--- src/shared/frtt_pkg.sv ---
// package for the free running tick timers: constants, bus carriers, state
// assumes a 40 MHz system clock and a 32-bit APB master

package frtt_pkg;

   // ------------------------------------------------------------
   // time base
   // ------------------------------------------------------------
   localparam int CLK_HZ    = 40_000_000;
   localparam int FAST_MS   = 10;
   localparam int SLOW_MS   = 100;
   localparam int PRE_W     = 20;
   localparam int FAST_CYC  = (CLK_HZ / 1000) * FAST_MS;
   localparam logic [PRE_W-1:0] FAST_CYCLES = PRE_W'(FAST_CYC);
   localparam logic [3:0]       SLOW_DIV    = 4'(SLOW_MS / FAST_MS);

   // ------------------------------------------------------------
   // register map: printed indexes, byte address is four times
   // ------------------------------------------------------------
   localparam int ADDR_W = 12;
   localparam logic [9:0] IDX_FAST  = 10'h000;
   localparam logic [9:0] IDX_SLOW  = 10'h001;
   localparam logic [9:0] IDX_STMP1 = 10'h05A;
   localparam logic [9:0] IDX_STMP2 = 10'h05B;
   localparam logic [9:0] IDX_STMP3 = 10'h05C;
   localparam logic [9:0] IDX_STMP4 = 10'h05D;

   localparam logic [15:0] TICK_RST = 16'h0000;
   localparam logic [15:0] TICK_TOP = 16'hFFFF;

   // ------------------------------------------------------------
   // calendar fields, BCD, seconds in the low byte
   // ------------------------------------------------------------
   typedef struct packed {
      logic [7:0] weekday;
      logic [7:0] year;
      logic [7:0] month;
      logic [7:0] day;
      logic [7:0] hour;
      logic [7:0] minute;
      logic [7:0] second;
   } frtt_cal_t;

   localparam int NFLD = 7;
   localparam logic [55:0] FLD_LO = 56'h00_00_01_01_00_00_00;
   localparam logic [55:0] FLD_HI = 56'h06_99_12_31_23_59_59;
   // stamp value at power-on: Saturday 2000-01-01 00:00:00
   localparam logic [55:0] STAMP_RST = 56'h06_00_01_01_00_00_00;

   typedef struct packed {
      logic              psel;
      logic              penable;
      logic              pwrite;
      logic [ADDR_W-1:0] paddr;
      logic [31:0]       pwdata;
   } frtt_apb_req_t;

   typedef struct packed {
      logic [31:0] prdata;
      logic        pready;
      logic        pslverr;
   } frtt_apb_rsp_t;

   typedef struct packed {
      logic [PRE_W-1:0] pre;
      logic [3:0]       dec;
      logic [15:0]      fast;
      logic [15:0]      slow;
      frtt_cal_t        stamp;
      frtt_apb_rsp_t    rsp;
   } frtt_state_t;

endpackage

--- src/verilog/frtt_timers.sv ---
// free running 10 ms / 100 ms tick counters and program stamp words
// assumes an APB master on the system clock and a calendar source
// that presents valid BCD time whenever prog_write pulses
//
// Summary of operation
// - fast word starts zero, counts 10 ms
// - fast word wraps FFFF to zero silently
// - slow word starts zero, counts 100 ms
// - slow word wraps FFFF to zero silently
// - mode changes never clear or pause counters
// - program overwrite stores BCD date and time
// - first two words: sec, min, hour, day
// - third word: month low, year high
// - fourth word low byte: weekday 00-06
//
// Added by the designer: the APB register port.

`timescale 1ns/100ps

module frtt_timers
#(
   parameter logic [frtt_pkg::PRE_W-1:0] TICK_CYCLES = frtt_pkg::FAST_CYCLES
)
(
   input  wire logic                    clock,
   input  wire logic                    rst_n,
   input  wire frtt_pkg::frtt_apb_req_t apb_req,
   output frtt_pkg::frtt_apb_rsp_t      apb_rsp,
   input  wire logic                    prog_write,
   input  wire frtt_pkg::frtt_cal_t     cal_now
);
   import frtt_pkg::*;

   frtt_state_t      st_q;
   frtt_state_t      st_d;
   logic             fast_tick;
   logic             slow_tick;
   logic [NFLD-1:0]  fld_ok;
   logic             cal_ok;
   logic             capture;
   logic             setup;
   logic [9:0]       idx;

   // ------------------------------------------------------------
   // calendar check
   // ------------------------------------------------------------
   function automatic logic bcd_ok(input logic [7:0] b,
                                   input logic [7:0] lo,
                                   input logic [7:0] hi);
      bcd_ok = (b[3:0] <= 4'h9) && (b[7:4] <= 4'h9) && (b >= lo) && (b <= hi);
   endfunction

   // a malformed calendar would leave an unreadable stamp, so it is refused
   for (genvar i = 0; i < NFLD; i++)
   begin : g_fld
      assign fld_ok[i] = bcd_ok(cal_now[i*8 +: 8], FLD_LO[i*8 +: 8],
                                FLD_HI[i*8 +: 8]);
   end

   assign cal_ok    = &fld_ok;
   assign capture   = prog_write && cal_ok;
   assign fast_tick = (st_q.pre == PRE_W'(TICK_CYCLES - 1));
   assign slow_tick = fast_tick && (st_q.dec == SLOW_DIV - 4'h1);
   assign setup     = apb_req.psel && !apb_req.penable;
   assign idx       = apb_req.paddr[ADDR_W-1:2];

   // ------------------------------------------------------------
   // next state
   // ------------------------------------------------------------
   always_comb
   begin
      st_d = st_q;
      // no mode input exists: only power-on reset clears the words
      st_d.pre = fast_tick ? '0 : st_q.pre + 1'b1;
      if (fast_tick)
      begin
         st_d.fast = st_q.fast + 16'h0001;
         st_d.dec  = (st_q.dec == SLOW_DIV - 4'h1) ? 4'h0 : st_q.dec + 4'h1;
      end
      if (slow_tick)
      begin
         st_d.slow = st_q.slow + 16'h0001;
      end
      if (capture)
      begin
         st_d.stamp = cal_now;
      end

      // answer is prepared in the setup cycle, so every access is one wait-free
      st_d.rsp.pready  = setup;
      st_d.rsp.pslverr = 1'b0;
      st_d.rsp.prdata  = 32'h0000_0000;
      if (setup)
      begin
         if (apb_req.pwrite || apb_req.paddr[1:0] != 2'h0)
         begin
            st_d.rsp.pslverr = 1'b1;
         end
         else
         begin
            unique case (idx)
               IDX_FAST:
                  st_d.rsp.prdata = {16'h0000, st_q.fast};
               IDX_SLOW:
                  st_d.rsp.prdata = {16'h0000, st_q.slow};
               IDX_STMP1:
                  st_d.rsp.prdata = {16'h0000, st_q.stamp.minute,
                                     st_q.stamp.second};
               IDX_STMP2:
                  st_d.rsp.prdata = {16'h0000, st_q.stamp.day,
                                     st_q.stamp.hour};
               IDX_STMP3:
                  st_d.rsp.prdata = {16'h0000, st_q.stamp.year,
                                     st_q.stamp.month};
               IDX_STMP4:
                  st_d.rsp.prdata = {24'h00_0000, st_q.stamp.weekday};
               default:
                  st_d.rsp.pslverr = 1'b1;
            endcase
         end
      end
   end

   // ------------------------------------------------------------
   // state register
   // ------------------------------------------------------------
   // the stamp needs battery-backed storage to outlive power loss;
   // here it survives everything except rst_n
   always_ff @(posedge clock or negedge rst_n)
   begin
      if (!rst_n)
      begin
         st_q       <= '0;
         st_q.fast  <= TICK_RST;
         st_q.slow  <= TICK_RST;
         st_q.stamp <= STAMP_RST;
      end
      else
      begin
         st_q <= st_d;
      end
   end

   assign apb_rsp = st_q.rsp;

   // ------------------------------------------------------------
   // checks
   // ------------------------------------------------------------
   property p_fast_step;
      @(posedge clock) disable iff (!rst_n)
      fast_tick |=> st_q.fast == $past(st_q.fast) + 16'h0001;
   endproperty
   a_fast_step: assert property (p_fast_step)
      else $error("fast word did not step on tick");

   property p_fast_still;
      @(posedge clock) disable iff (!rst_n)
      !fast_tick |=> $stable(st_q.fast) && $stable(st_q.slow);
   endproperty
   a_fast_still: assert property (p_fast_still)
      else $error("tick word moved without a tick");

   property p_fast_wrap;
      @(posedge clock) disable iff (!rst_n)
      fast_tick && st_q.fast == TICK_TOP |=> st_q.fast == TICK_RST;
   endproperty
   a_fast_wrap: assert property (p_fast_wrap)
      else $error("fast word wrap wrong");

   property p_slow_step;
      @(posedge clock) disable iff (!rst_n)
      slow_tick |=> st_q.slow == $past(st_q.slow) + 16'h0001;
   endproperty
   a_slow_step: assert property (p_slow_step)
      else $error("slow word did not step");

   property p_slow_ratio;
      @(posedge clock) disable iff (!rst_n)
      fast_tick && st_q.dec != SLOW_DIV - 4'h1 |=> $stable(st_q.slow);
   endproperty
   a_slow_ratio: assert property (p_slow_ratio)
      else $error("slow word stepped early");

   property p_slow_wrap;
      @(posedge clock) disable iff (!rst_n)
      slow_tick && st_q.slow == TICK_TOP |=> st_q.slow == TICK_RST;
   endproperty
   a_slow_wrap: assert property (p_slow_wrap)
      else $error("slow word wrap wrong");

   property p_no_clear;
      @(posedge clock) disable iff (!rst_n)
      st_q.fast != TICK_RST && st_q.fast != TICK_TOP |=> st_q.fast != TICK_RST;
   endproperty
   a_no_clear: assert property (p_no_clear)
      else $error("fast word cleared outside reset");

   property p_capture;
      @(posedge clock) disable iff (!rst_n)
      capture ##1 !capture ##1 setup && idx == IDX_STMP1 && !apb_req.pwrite
      && apb_req.paddr[1:0] == 2'h0
      |=> apb_rsp.prdata[15:0] == {$past(cal_now.minute, 3),
                                  $past(cal_now.second, 3)};
   endproperty
   a_capture: assert property (p_capture)
      else $error("stamp not stored or read back wrong");

   property p_ranges;
      @(posedge clock) disable iff (!rst_n)
      1'b1 |-> st_q.stamp.month >= 8'h01 && st_q.stamp.month <= 8'h12
      && st_q.stamp.day >= 8'h01 && st_q.stamp.hour <= 8'h23;
   endproperty
   a_ranges: assert property (p_ranges)
      else $error("stamp field out of range");

   property p_weekday;
      @(posedge clock) disable iff (!rst_n)
      setup && idx == IDX_STMP4 && !apb_req.pwrite
      |=> apb_rsp.pready && apb_rsp.prdata <= 32'h0000_0006;
   endproperty
   a_weekday: assert property (p_weekday)
      else $error("weekday word out of range");

   property p_stamp_hold;
      @(posedge clock) disable iff (!rst_n)
      !capture |=> $stable(st_q.stamp);
   endproperty
   a_stamp_hold: assert property (p_stamp_hold)
      else $error("stamp changed without overwrite");

   property p_fast_once;
      @(posedge clock) disable iff (!rst_n)
      fast_tick |=> !fast_tick;
   endproperty
   a_fast_once: assert property (p_fast_once)
      else $error("fast tick lasted more than one cycle");

   property p_pre_range;
      @(posedge clock) disable iff (!rst_n)
      1'b1 |-> st_q.pre < TICK_CYCLES;
   endproperty
   a_pre_range: assert property (p_pre_range)
      else $error("prescaler beyond tick period");

   property p_slow_with_fast;
      @(posedge clock) disable iff (!rst_n)
      $changed(st_q.slow) |-> $changed(st_q.fast);
   endproperty
   a_slow_with_fast: assert property (p_slow_with_fast)
      else $error("slow word moved apart from a fast tick");

   property p_dec_range;
      @(posedge clock) disable iff (!rst_n)
      1'b1 |-> st_q.dec < SLOW_DIV;
   endproperty
   a_dec_range: assert property (p_dec_range)
      else $error("decade counter out of range");

   property p_ready_next;
      @(posedge clock) disable iff (!rst_n)
      setup |=> apb_rsp.pready;
   endproperty
   a_ready_next: assert property (p_ready_next)
      else $error("no ready after setup");

   property p_ready_cause;
      @(posedge clock) disable iff (!rst_n)
      !setup |=> !apb_rsp.pready;
   endproperty
   a_ready_cause: assert property (p_ready_cause)
      else $error("ready without setup");

   property p_quiet_bus;
      @(posedge clock) disable iff (!rst_n)
      !apb_rsp.pready |-> apb_rsp.prdata == 32'h0000_0000 && !apb_rsp.pslverr;
   endproperty
   a_quiet_bus: assert property (p_quiet_bus)
      else $error("response lines busy outside access");

   property p_read_fast;
      @(posedge clock) disable iff (!rst_n)
      setup && !apb_req.pwrite && apb_req.paddr == {IDX_FAST, 2'h0}
      |=> apb_rsp.prdata == {16'h0000, $past(st_q.fast)} && !apb_rsp.pslverr;
   endproperty
   a_read_fast: assert property (p_read_fast)
      else $error("fast word read back wrong");

   property p_read_slow;
      @(posedge clock) disable iff (!rst_n)
      setup && !apb_req.pwrite && apb_req.paddr == {IDX_SLOW, 2'h0}
      |=> apb_rsp.prdata == {16'h0000, $past(st_q.slow)} && !apb_rsp.pslverr;
   endproperty
   a_read_slow: assert property (p_read_slow)
      else $error("slow word read back wrong");

   property p_read_sec_min;
      @(posedge clock) disable iff (!rst_n)
      setup && !apb_req.pwrite && apb_req.paddr == {IDX_STMP1, 2'h0}
      |=> apb_rsp.prdata == {16'h0000, $past(st_q.stamp.minute), $past(st_q.stamp.second)};
   endproperty
   a_read_sec_min: assert property (p_read_sec_min)
      else $error("first stamp word read back wrong");

   property p_read_hour_day;
      @(posedge clock) disable iff (!rst_n)
      setup && !apb_req.pwrite && apb_req.paddr == {IDX_STMP2, 2'h0}
      |=> apb_rsp.prdata == {16'h0000, $past(st_q.stamp.day), $past(st_q.stamp.hour)};
   endproperty
   a_read_hour_day: assert property (p_read_hour_day)
      else $error("second stamp word read back wrong");

   property p_read_month_year;
      @(posedge clock) disable iff (!rst_n)
      setup && !apb_req.pwrite && apb_req.paddr == {IDX_STMP3, 2'h0}
      |=> apb_rsp.prdata == {16'h0000, $past(st_q.stamp.year), $past(st_q.stamp.month)};
   endproperty
   a_read_month_year: assert property (p_read_month_year)
      else $error("third stamp word read back wrong");

   property p_write_refused;
      @(posedge clock) disable iff (!rst_n)
      setup && apb_req.pwrite |=> apb_rsp.pslverr && apb_rsp.prdata == 32'h0000_0000;
   endproperty
   a_write_refused: assert property (p_write_refused)
      else $error("write not refused");

   property p_misaligned;
      @(posedge clock) disable iff (!rst_n)
      setup && apb_req.paddr[1:0] != 2'h0 |=> apb_rsp.pslverr;
   endproperty
   a_misaligned: assert property (p_misaligned)
      else $error("misaligned access not refused");

   property p_stamp_take;
      @(posedge clock) disable iff (!rst_n)
      capture |=> st_q.stamp == $past(cal_now);
   endproperty
   a_stamp_take: assert property (p_stamp_take)
      else $error("stamp not taken on overwrite");

   property p_bad_cal;
      @(posedge clock) disable iff (!rst_n)
      prog_write && !cal_ok |=> $stable(st_q.stamp);
   endproperty
   a_bad_cal: assert property (p_bad_cal)
      else $error("malformed calendar reached the stamp");

   property p_clock_range;
      @(posedge clock) disable iff (!rst_n)
      1'b1 |-> st_q.stamp.second <= 8'h59 && st_q.stamp.minute <= 8'h59
      && st_q.stamp.year <= 8'h99 && st_q.stamp.day <= 8'h31;
   endproperty
   a_clock_range: assert property (p_clock_range)
      else $error("stamp time field out of range");

   property p_weekday_range;
      @(posedge clock) disable iff (!rst_n)
      1'b1 |-> st_q.stamp.weekday <= 8'h06;
   endproperty
   a_weekday_range: assert property (p_weekday_range)
      else $error("stored weekday out of range");

endmodule

--- config.mk ---
export PLATFORM = sky130hd
export DESIGN_NAME = frtt_timers
export DESIGN_NICKNAME = d
export VERILOG_FILES = /design/src/shared/frtt_pkg.sv /design/src/verilog/frtt_timers.sv
export SDC_FILE = /design/constraint.sdc
export NUM_CORES = 1
export LEC_CHECK = 0
export BUFFER_PORTS_ARGS = -buffer_cell sky130_fd_sc_hd__clkbuf_2
export CAP_MARGIN = 20
export CORE_MARGIN = 2
export CORE_UTILIZATION = 25
export CTS_BUF_LIST = sky130_fd_sc_hd__clkbuf_8
export DETAILED_ROUTE_END_ITERATION = 6
export GPL_ROUTABILITY_DRIVEN = 0
export MAX_ROUTING_LAYER = met4
export PLACE_DENSITY_LB_ADDON = 0.3
export SETUP_SLACK_MARGIN = 0.4
export SYNTH_ARGS = -nofsm -noshare
export SYNTH_HDL_FRONTEND = slang
export SYNTH_SLANG_ARGS = --single-unit
export TNS_END_PERCENT = 10
--- constraint.sdc ---
create_clock -name clock -period 6.3 [get_ports clock]
set_clock_uncertainty 0.1 [all_clocks]
set_input_delay 1.26 -clock clock [delete_from_list [all_inputs] [get_ports clock]]
set_output_delay 1.26 -clock clock [all_outputs]
set_load 0.1 [all_outputs]
==> metrics.csv, run 1 <==
metric,value,unit
cap_violations,0,
vias_per_cell,4.40,
ant_nets,0,
clkLatencyLatePin,0.44,ns
critical-path-max-stage-delay,0.45,ns
area_growth_syn_to_layout,16.0,%
core_area,0.0251,mm2
worstPathBufferInverterCount,2,
fin_nets,736,
grt_pass1_wl,23600,um
synth.most_common_cell,dfrtp_1,
ctsHoldBuffers,0,
reg2reg_slack,3.75,ns
synth_commonest_cells,"dfrtp_1 (126), nor2_1 (40), buf_4 (34)",
worstMarginPinSlew,0.985,ns
wl,14700,um
syn_area_per_cell,11.5,um2
rows,58,
holdCritPathClass,register to register,
die_x,164,um
ys_seq_area_frac,0.511,
synth_seq_cells,130,
clock-sinks,130,
insertedDiodeCount,0,
syn_area,0.00637,mm2
drt_iter0_markers,231,
crit_family,simple AND/OR/NAND/NOR gates,
cts.clk_slew.worst_paths,0.08,ns
cts_tree,yes,
grt_max_degree,68,
cts-root-buf,clkbuf_8,
io-pin-count,140,
htreeDepth,4,
vias,4264,
crit_slowest_cell,buf_4,
status,completed,
drv_slew,0,
leakage,3.57,nW
cp_cell_sequence,clkbuf_2 > or3_1 > a22o_1 > nor4_1 > nand2_2 > buf_4 > mux2_4,
synth_top_area_share,0.495,
setup_viol,0,
powerDensity,232,mW/mm2
peakVddDrop,119,uV
antenna_found_initial,0,
critPathArrivalTime,3.62,ns
fp.dieH,164,um
period_minus_slack,3.39,ns
cp.required,6.53,ns
crit_fanout,36,
rsz0062_at_grt,no,
crit_path_end_kind,register,
yosysTopAreaCell,dfrtp_1,
drive_gt1_frac,0.302,
cts_buffers,17,
post-route-util,0.295,
dr.pass1.iters,4,
io_buffers,91,
post_cts_buffers,0,
cts.path.max_buffers,2,
holdCritStartpoint,st_q[121]$_DFFE_PN0N_,
clock.fmax,0.295,GHz
post_cts_resized,0,
r2r-start,st_q[126]$_DFF_PN0_,
start_util,0.254,
grt_usage,0.119,
synth_edf_count,0,
crit_start,cal_now[19],
hpwlAfterDp,10700,um
drt-wirelength-per-cell,15.2,um
finalCritPeriodShare,0.538,
ys.flop_type,dfrtp_1,
drc,0,
synthArstFlopShare,1.00,
hold_violations,0,
grt_overflow,0,
synthCells,552,
synth.area.top_cells,"dfrtp_1 (49%), mux2_4 (6.1%), mux2_2 (4.6%)",
critPathKind,input port to register,
yosysWarnings,0,
setup.worst_path.start_class,input port,
ys_types,46,
grt_pass1_vias,4323,
fin_tns_setup,0,ns
slew_headroom,0.337,
die_area,0.0268,mm2
-- worst paths after layout --
kind	end	cells after the start
max	st_q[52]$_DFFE_PN0P_	7
min	st_q[121]$_DFFE_PN0N_	1
max reg2reg	st_q[107]$_DFFE_PN0N_	5
min reg2reg	st_q[121]$_DFFE_PN0N_	1
max in group asynchronous	st_q[117]$_DFFE_PN0N_	2
min in group asynchronous	st_q[38]$_DFFE_PN0P_	1
-- per-stage QoR --
step	instances	setup WS [ns]	instance area [um2]	hold WS, ns	power [W]
after floorplan	567	3.31	6430	0.341	0.000925
after global placement	938	2.45	6960	0.367	0.000970
after detailed placement	938	2.45	6960	0.369	0.000970
after CTS	970	2.93	7400	0.379	0.00174
after global routing	970	2.85	7400	0.405	0.00179
final	970	2.91	7400	0.376	0.00172
-- state kept, by name, summed over array words and instances (netlist names) --
signal,flops
st_q,112
apb_rsp,18
-- metal layers --
layer  vias to the layer above  global-route usage  share of wire
met2                       105               0.160           0.42
li1                       2064                   -              -
met5                         -                   -              0
met4                         0              0.0415          0.017
met1                      2082               0.173           0.50
met3                        13              0.0284          0.060
-- where the power goes --
part | leakage, nW | switching, W | internal, W
Sequential | 1.79 | 0.000000148 | 0.000835
Combinational | 1.57 | 0.0000898 | 0.0000264
Clock | 0.213 | 0.000340 | 0.000424
-- logic make-up after synthesis --
| logic type | after synthesis | synth area share |
|---|---|---|
| simple gates | 179 | 0.152 |
| fa+ha+maj | 3 | 0.00589 |
| buf+inv | 65 | 0.0638 |
| xor+xnor | 50 | 0.0687 |
| flops | 130 | 0.511 |
| other cells | 1 | 0.000588 |
| mux | 76 | 0.145 |
| compound gates | 48 | 0.0526 |
-- area by class of cell --
class                      instances  area (um2)
clock buffer                      20         275
inverter                          12        45.0
tap                              330         413
timing repair buffer              94         480
clock inverter                    12         156
sequential                       130        3260
fill                            2673       17700
multi-input combinational        372        2770
-- placed cells by master, fill, tap and decap left out, types with 13 or more instances in the layout --
master / count
dfrtp_1: 126
clkbuf_2: 90
nor2_1: 40
mux2_2: 26
xnor2_1: 26
mux2_4: 26
nand2_1: 24
mux2i_1: 24
xor2_1: 24
nand3_1: 21
clkbuf_8: 20
o22ai_1: 17
and2_1: 16
conb_1: 16
nand4_1: 14
inv_1: 13
(Power assumes the default switching activity.)
==> run 2: changes to the inputs <==
==> constraint.sdc (replaced) <==
create_clock -name clock -period 2.8 [get_ports clock]
set_clock_uncertainty 0.1 [all_clocks]
set_input_delay 0.56 -clock clock [delete_from_list [all_inputs] [get_ports clock]]
set_output_delay 0.56 -clock clock [all_outputs]
set_load 0.1 [all_outputs]
==> metrics.csv, run 2 (same netlist as run 1, synthesis figures left out) <==
metric,value,unit,change
cp.required,3.06,ns,was 6.53 ns
io_buffers,91,,unchanged
drc,0,,unchanged
intPower,0.00257,W,was 0.00128 W
start_util,0.254,,unchanged
vias_per_cell,4.41,,was 4.40
dr.pass1.iters,7,,was 4
clock.fmax,0.436,GHz,
io-pin-count,140,,unchanged
rows,58,,unchanged
top_regs,"st_q (112), apb_rsp (18)",,unchanged
fp.dieH,164,um,unchanged
insertedDiodeCount,0,,unchanged
crit_fanout,5,,was 36
ctsHoldBuffers,0,,unchanged
post_cts_resized,0,,unchanged
grt_max_degree,48,,was 68
p_comb_frac,0.077,,was 0.068
hold_violations,0,,unchanged
hpwlAfterDp,11000,um,was 10700 um
cts_buffers,17,,unchanged
power_switching,0.000960,W,was 0.000430 W
cts.clk_slew.worst_paths,0.08,ns,about the same
share_seq_of_total_power,0.531,,was 0.487
critPathArrivalTime,2.56,ns,was 3.62 ns
worstMarginPinSlew,0.644,ns,was 0.985 ns
cap_violations,0,,unchanged
grt_pass1_vias,4258,,was 4323
die_area,0.0268,mm2,unchanged
top_register,st_q,,unchanged
ant_nets,0,,unchanged
powerDensity,475,mW/mm2,was 232 mW/mm2
final_common_cell,dfrtp_1,,unchanged
grt_pass1_wl,23600,um,about the same
die_x,164,um,unchanged
fin_tns_setup,0,ns,unchanged
fillCellCount,2655,,was 2673
grt_usage,0.120,,was 0.119
total_power,0.00353,W,was 0.00172 W
clock-sinks,130,,unchanged
power_frac_clock,0.391,,was 0.446
final_cell_mix,"dfrtp_1 (126), clkbuf_2 (90), nor2_1 (40)",,unchanged
drt_iter0_markers,276,,was 231
area_growth_syn_to_layout,16.8,%,was 16.0%
cts-root-buf,clkbuf_8,,unchanged
critPathKind,register to register,,was input port to register
crit_path_end_kind,register,,unchanged
cts_tree,yes,,unchanged
htreeDepth,4,,unchanged
drive_gt1_frac,0.315,,was 0.302
clkLatencyLatePin,0.45,ns,was 0.44 ns
core_area,0.0251,mm2,unchanged
peakVddDrop,247,uV,was 119 uV
grt_overflow,0,,unchanged
setup.worst_path.start_class,register,,was input port
status,completed,,unchanged
slew_headroom,0.571,,was 0.337
setup_viol,0,,unchanged
largest_reg_flops,112,,unchanged
post_cts_buffers,0,,unchanged
post-route-util,0.297,,was 0.295
holdCritPathClass,input port to async pin,,was register to register
drv_slew,0,,unchanged
wl,14600,um,was 14700 um
finalCritPeriodShare,0.818,,
leakage,3.61,nW,was 3.57 nW
rsz0062_at_grt,yes,,was no
vias,4337,,was 4264
period_minus_slack,2.29,ns,
cts.path.max_buffers,2,,unchanged
fin_nets,749,,was 736
antenna_found_initial,0,,unchanged
drt-wirelength-per-cell,14.9,um,was 15.2 um
swShare,0.272,,was 0.251
-- run 2: critical path: stages, from the launching register on --
cell and delay, ns:
dfrtp_1 0.39, ha_1 0.23, nand4_2 0.17, or3_4 0.46, or3_1 0.48, nor3_1 0.22, xor2_1 0.15
-- run 2: power by group through the flow --
stage	Sequential, W	Combinational [W]	Clock [W]
global placement	0.00191	0.000277	0
floorplan	0.00192	0.000165	0
finish	0.00188	0.000273	0.00138
detailed placement	0.00191	0.000278	0
CTS	0.00188	0.000278	0.00144
global route	0.00188	0.000295	0.00154
-- run 2: metal layers --
metal	vias to the layer above	share of wire	track usage
met5	-	0	-
met4	0	0.014	0.0478
met3	10	0.058	0.0325
met2	97	0.42	0.157
met1	2147	0.51	0.172
li1	2083	-	-
-- run 2: through the flow --
stage,hold WS (ns),area (um2),std cells,setup WS (ns)
2_1_floorplan,0.164,6430,567,0.505
3_3_place_gp,0.362,7100,951,0.217
3_5_place_dp,0.369,7100,951,0.172
4_1_cts,0.0249,7440,983,0.471
5_1_grt,0.0551,7450,983,0.347
6_report,0.0292,7450,983,0.508
-- run 2: final timing paths --
kind                       cells past startpoint                    end             startpoint  slack (ns)
min in group clock                             2   apb_rsp[1]$_DFF_PN0_            apb_req[45]        0.19
min                                            1   st_q[38]$_DFFE_PN0P_                  rst_n        0.03
min reg2reg                                    1  st_q[121]$_DFFE_PN0N_  st_q[121]$_DFFE_PN0N_        0.37
max                                            6   st_q[97]$_DFFE_PN0P_    st_q[126]$_DFF_PN0_        0.51
max reg2reg                                    6   st_q[97]$_DFFE_PN0P_    st_q[126]$_DFF_PN0_        0.51
max in group asynchronous                      2   apb_rsp[0]$_DFF_PN0_                  rst_n        1.89
-- run 2: cell type report --
type | instances | area, um2 | share of cell area
clock buffers | 18 | 248 | 0.0333
clock inverters | 14 | 92.6 | 0.0124
well taps | 330 | 413 | 0.0555
flip-flops and latches | 130 | 3260 | 0.438
inverters | 12 | 45.0 | 0.00605
repair buffers | 107 | 616 | 0.0827
multi-input cells | 372 | 2770 | 0.373
==> run 3: changes to the inputs <==
==> constraint.sdc (replaced) <==
create_clock -name clock -period 2.3 [get_ports clock]
set_clock_uncertainty 0.1 [all_clocks]
set_input_delay 0.46 -clock clock [delete_from_list [all_inputs] [get_ports clock]]
set_output_delay 0.46 -clock clock [all_outputs]
set_load 0.1 [all_outputs]
==> metrics.csv, run 3 (same netlist as run 1, synthesis figures left out) <==
metric,value,unit,change
status,completed,,unchanged
critPathArrivalTime,2.24,ns,was 2.56 ns
holdCritPathClass,input port to register,,was input port to async pin
crit_fanout,5,,unchanged
wl,14600,um,about the same
start_util,0.254,,unchanged
clkLatencyLatePin,0.45,ns,about the same
area_growth_syn_to_layout,22.2,%,was 16.8%
final_common_cell,dfrtp_1,,unchanged
setup.worst_path.start_class,register,,unchanged
post-route-util,0.310,,was 0.297
io_buffers,91,,unchanged
period_minus_slack,1.97,ns,was 2.29 ns
reg2reg_depth,6,,unchanged
vias_per_cell,4.37,,was 4.41
drive_gt1_frac,0.355,,was 0.315
cap_violations,0,,unchanged
grt_usage,0.116,,was 0.120
die_x,164,um,unchanged
slew_headroom,0.630,,was 0.571
drt_iter0_markers,307,,was 276
fp.dieH,164,um,unchanged
worstHoldPathCells,2,,
vias,4387,,was 4337
largest_reg_flops,112,,unchanged
worstMarginPinSlew,0.557,ns,was 0.644 ns
htreeDepth,4,,unchanged
top_regs,"st_q (112), apb_rsp (18)",,unchanged
insertedDiodeCount,0,,unchanged
critPathKind,register to register,,unchanged
final_cell_mix,"dfrtp_1 (124), clkbuf_2 (90), nor2_1 (40)",,"was dfrtp_1 (126), clkbuf_2 (90), nor2_1 (40)"
fin_nets,770,,was 749
grt_pass1_wl,23300,um,was 23600 um
grt_max_degree,43,,was 48
cts.clk_slew.worst_paths,0.07,ns,was 0.08 ns
die_area,0.0268,mm2,unchanged
cp.required,2.57,ns,was 3.06 ns
grt_pass1_vias,4264,,was 4258
placedCellCount,967,,was 951
dr.pass1.iters,5,,was 7
grt_overflow,0,,unchanged
powerDensity,590,mW/mm2,was 475 mW/mm2
clock.fmax,0.507,GHz,was 0.436 GHz
hpwlAfterDp,10700,um,was 11000 um
crit_path_end_kind,register,,unchanged
clock-sinks,130,,unchanged
hold_violations,0,,unchanged
cts.path.max_buffers,2,,unchanged
peakVddDrop,343,uV,was 247 uV
cts-root-buf,clkbuf_8,,unchanged
io-pin-count,140,,unchanged
setup_viol,0,,unchanged
cts_buffers,17,,unchanged
drv_slew,0,,unchanged
cts_tree,yes,,unchanged
rsz0062_at_grt,yes,,unchanged
drc,0,,unchanged
fillCellCount,2632,,was 2655
top_register,st_q,,unchanged
antenna_found_initial,0,,unchanged
finalCritPeriodShare,0.858,,was 0.818
rows,58,,unchanged
leakage,3.77,nW,was 3.61 nW
stdcell_count,1004,,was 983
ant_nets,0,,unchanged
drt-wirelength-per-cell,14.5,um,was 14.9 um
core_area,0.0251,mm2,unchanged
[run 3: repair_timing]
action / CTS / global route
setup endpoints to repair: 46 / 48
endpoints found under the hold margin: 26 / 0
setup buffers: 2 / 2
hold buffers: 1 / 0
gates resized for setup: 13 / 4
pin swaps: 3 / 2
[run 3: per-layer routing]
metal,part of all wire,routed length [um],global-route usage,vias up
met3,0.050,728,0.0269,14
li1,-,-,-,2130
met1,0.50,7280,0.166,2146
met2,0.44,6370,0.159,97
met4,0.012,179,0.0371,0
met5,0,0,-,-
[run 3: layout make-up]
cell class / count / area (um2) / share of cell area
clock buffers: 20 / 275 / 0.0353
multi-input cells: 372 / 2860 / 0.368
inverters: 12 / 45.0 / 0.00578
flip-flops and latches: 130 / 3260 / 0.419
clock inverters: 12 / 130 / 0.0167
well taps: 330 / 413 / 0.0530
repair buffers: 128 / 801 / 0.103
[run 3: final timing paths]
check / start / end / slack [ns]
worst max-delay path: st_q[124]$_DFFE_PN0N_ / st_q[105]$_DFFE_PN0P_ / 0.33
worst min-delay path: apb_req[45] / apb_rsp[1]$_DFF_PN0_ / 0.09
worst max register to register: st_q[124]$_DFFE_PN0N_ / st_q[105]$_DFFE_PN0P_ / 0.33
worst min register to register: st_q[121]$_DFFE_PN0N_ / st_q[121]$_DFFE_PN0N_ / 0.38
max in group asynchronous: rst_n / st_q[138]$_DFF_PN0_ / 1.03
min in group asynchronous: rst_n / apb_rsp[12]$_DFF_PN0_ / 0.40
[run 3: report_power, final]
group          total, W  switching, W  internal [W]  leakage [nW]
registers       0.00229   0.000000459       0.00229          1.78
clock network   0.00197      0.000917       0.00105         0.194
logic          0.000344      0.000252     0.0000914          1.79
total           0.00460       0.00117       0.00343          3.77
[run 3: metrics by stage]
step / hold WS (ns) / worst slack (ns) / instance area, um2 / power [W] / setup TNS (ns)
final: 0.0929 / 0.326 / 7790 / 0.00460 / 0
after CTS: 0.0598 / 0.353 / 7750 / 0.00469 / 0
after global routing: 0.0776 / 0.259 / 7790 / 0.00480 / 0
after detailed placement: 0.325 / -0.105 / 7240 / 0.00268 / -1.81
after floorplan: 0.0644 / 0.140 / 6440 / 0.00253 / 0
after global placement: 0.325 / -0.118 / 7240 / 0.00268 / -2.49
[run 3: critical path, cell delays in order, from the launching register on]
cell	delay, ns
dfrtp_1	0.42
nor3b_1	0.27
buf_4	0.18
nand4_1	0.14
or2_2	0.32
nor4_1	0.29
xor2_1	0.17
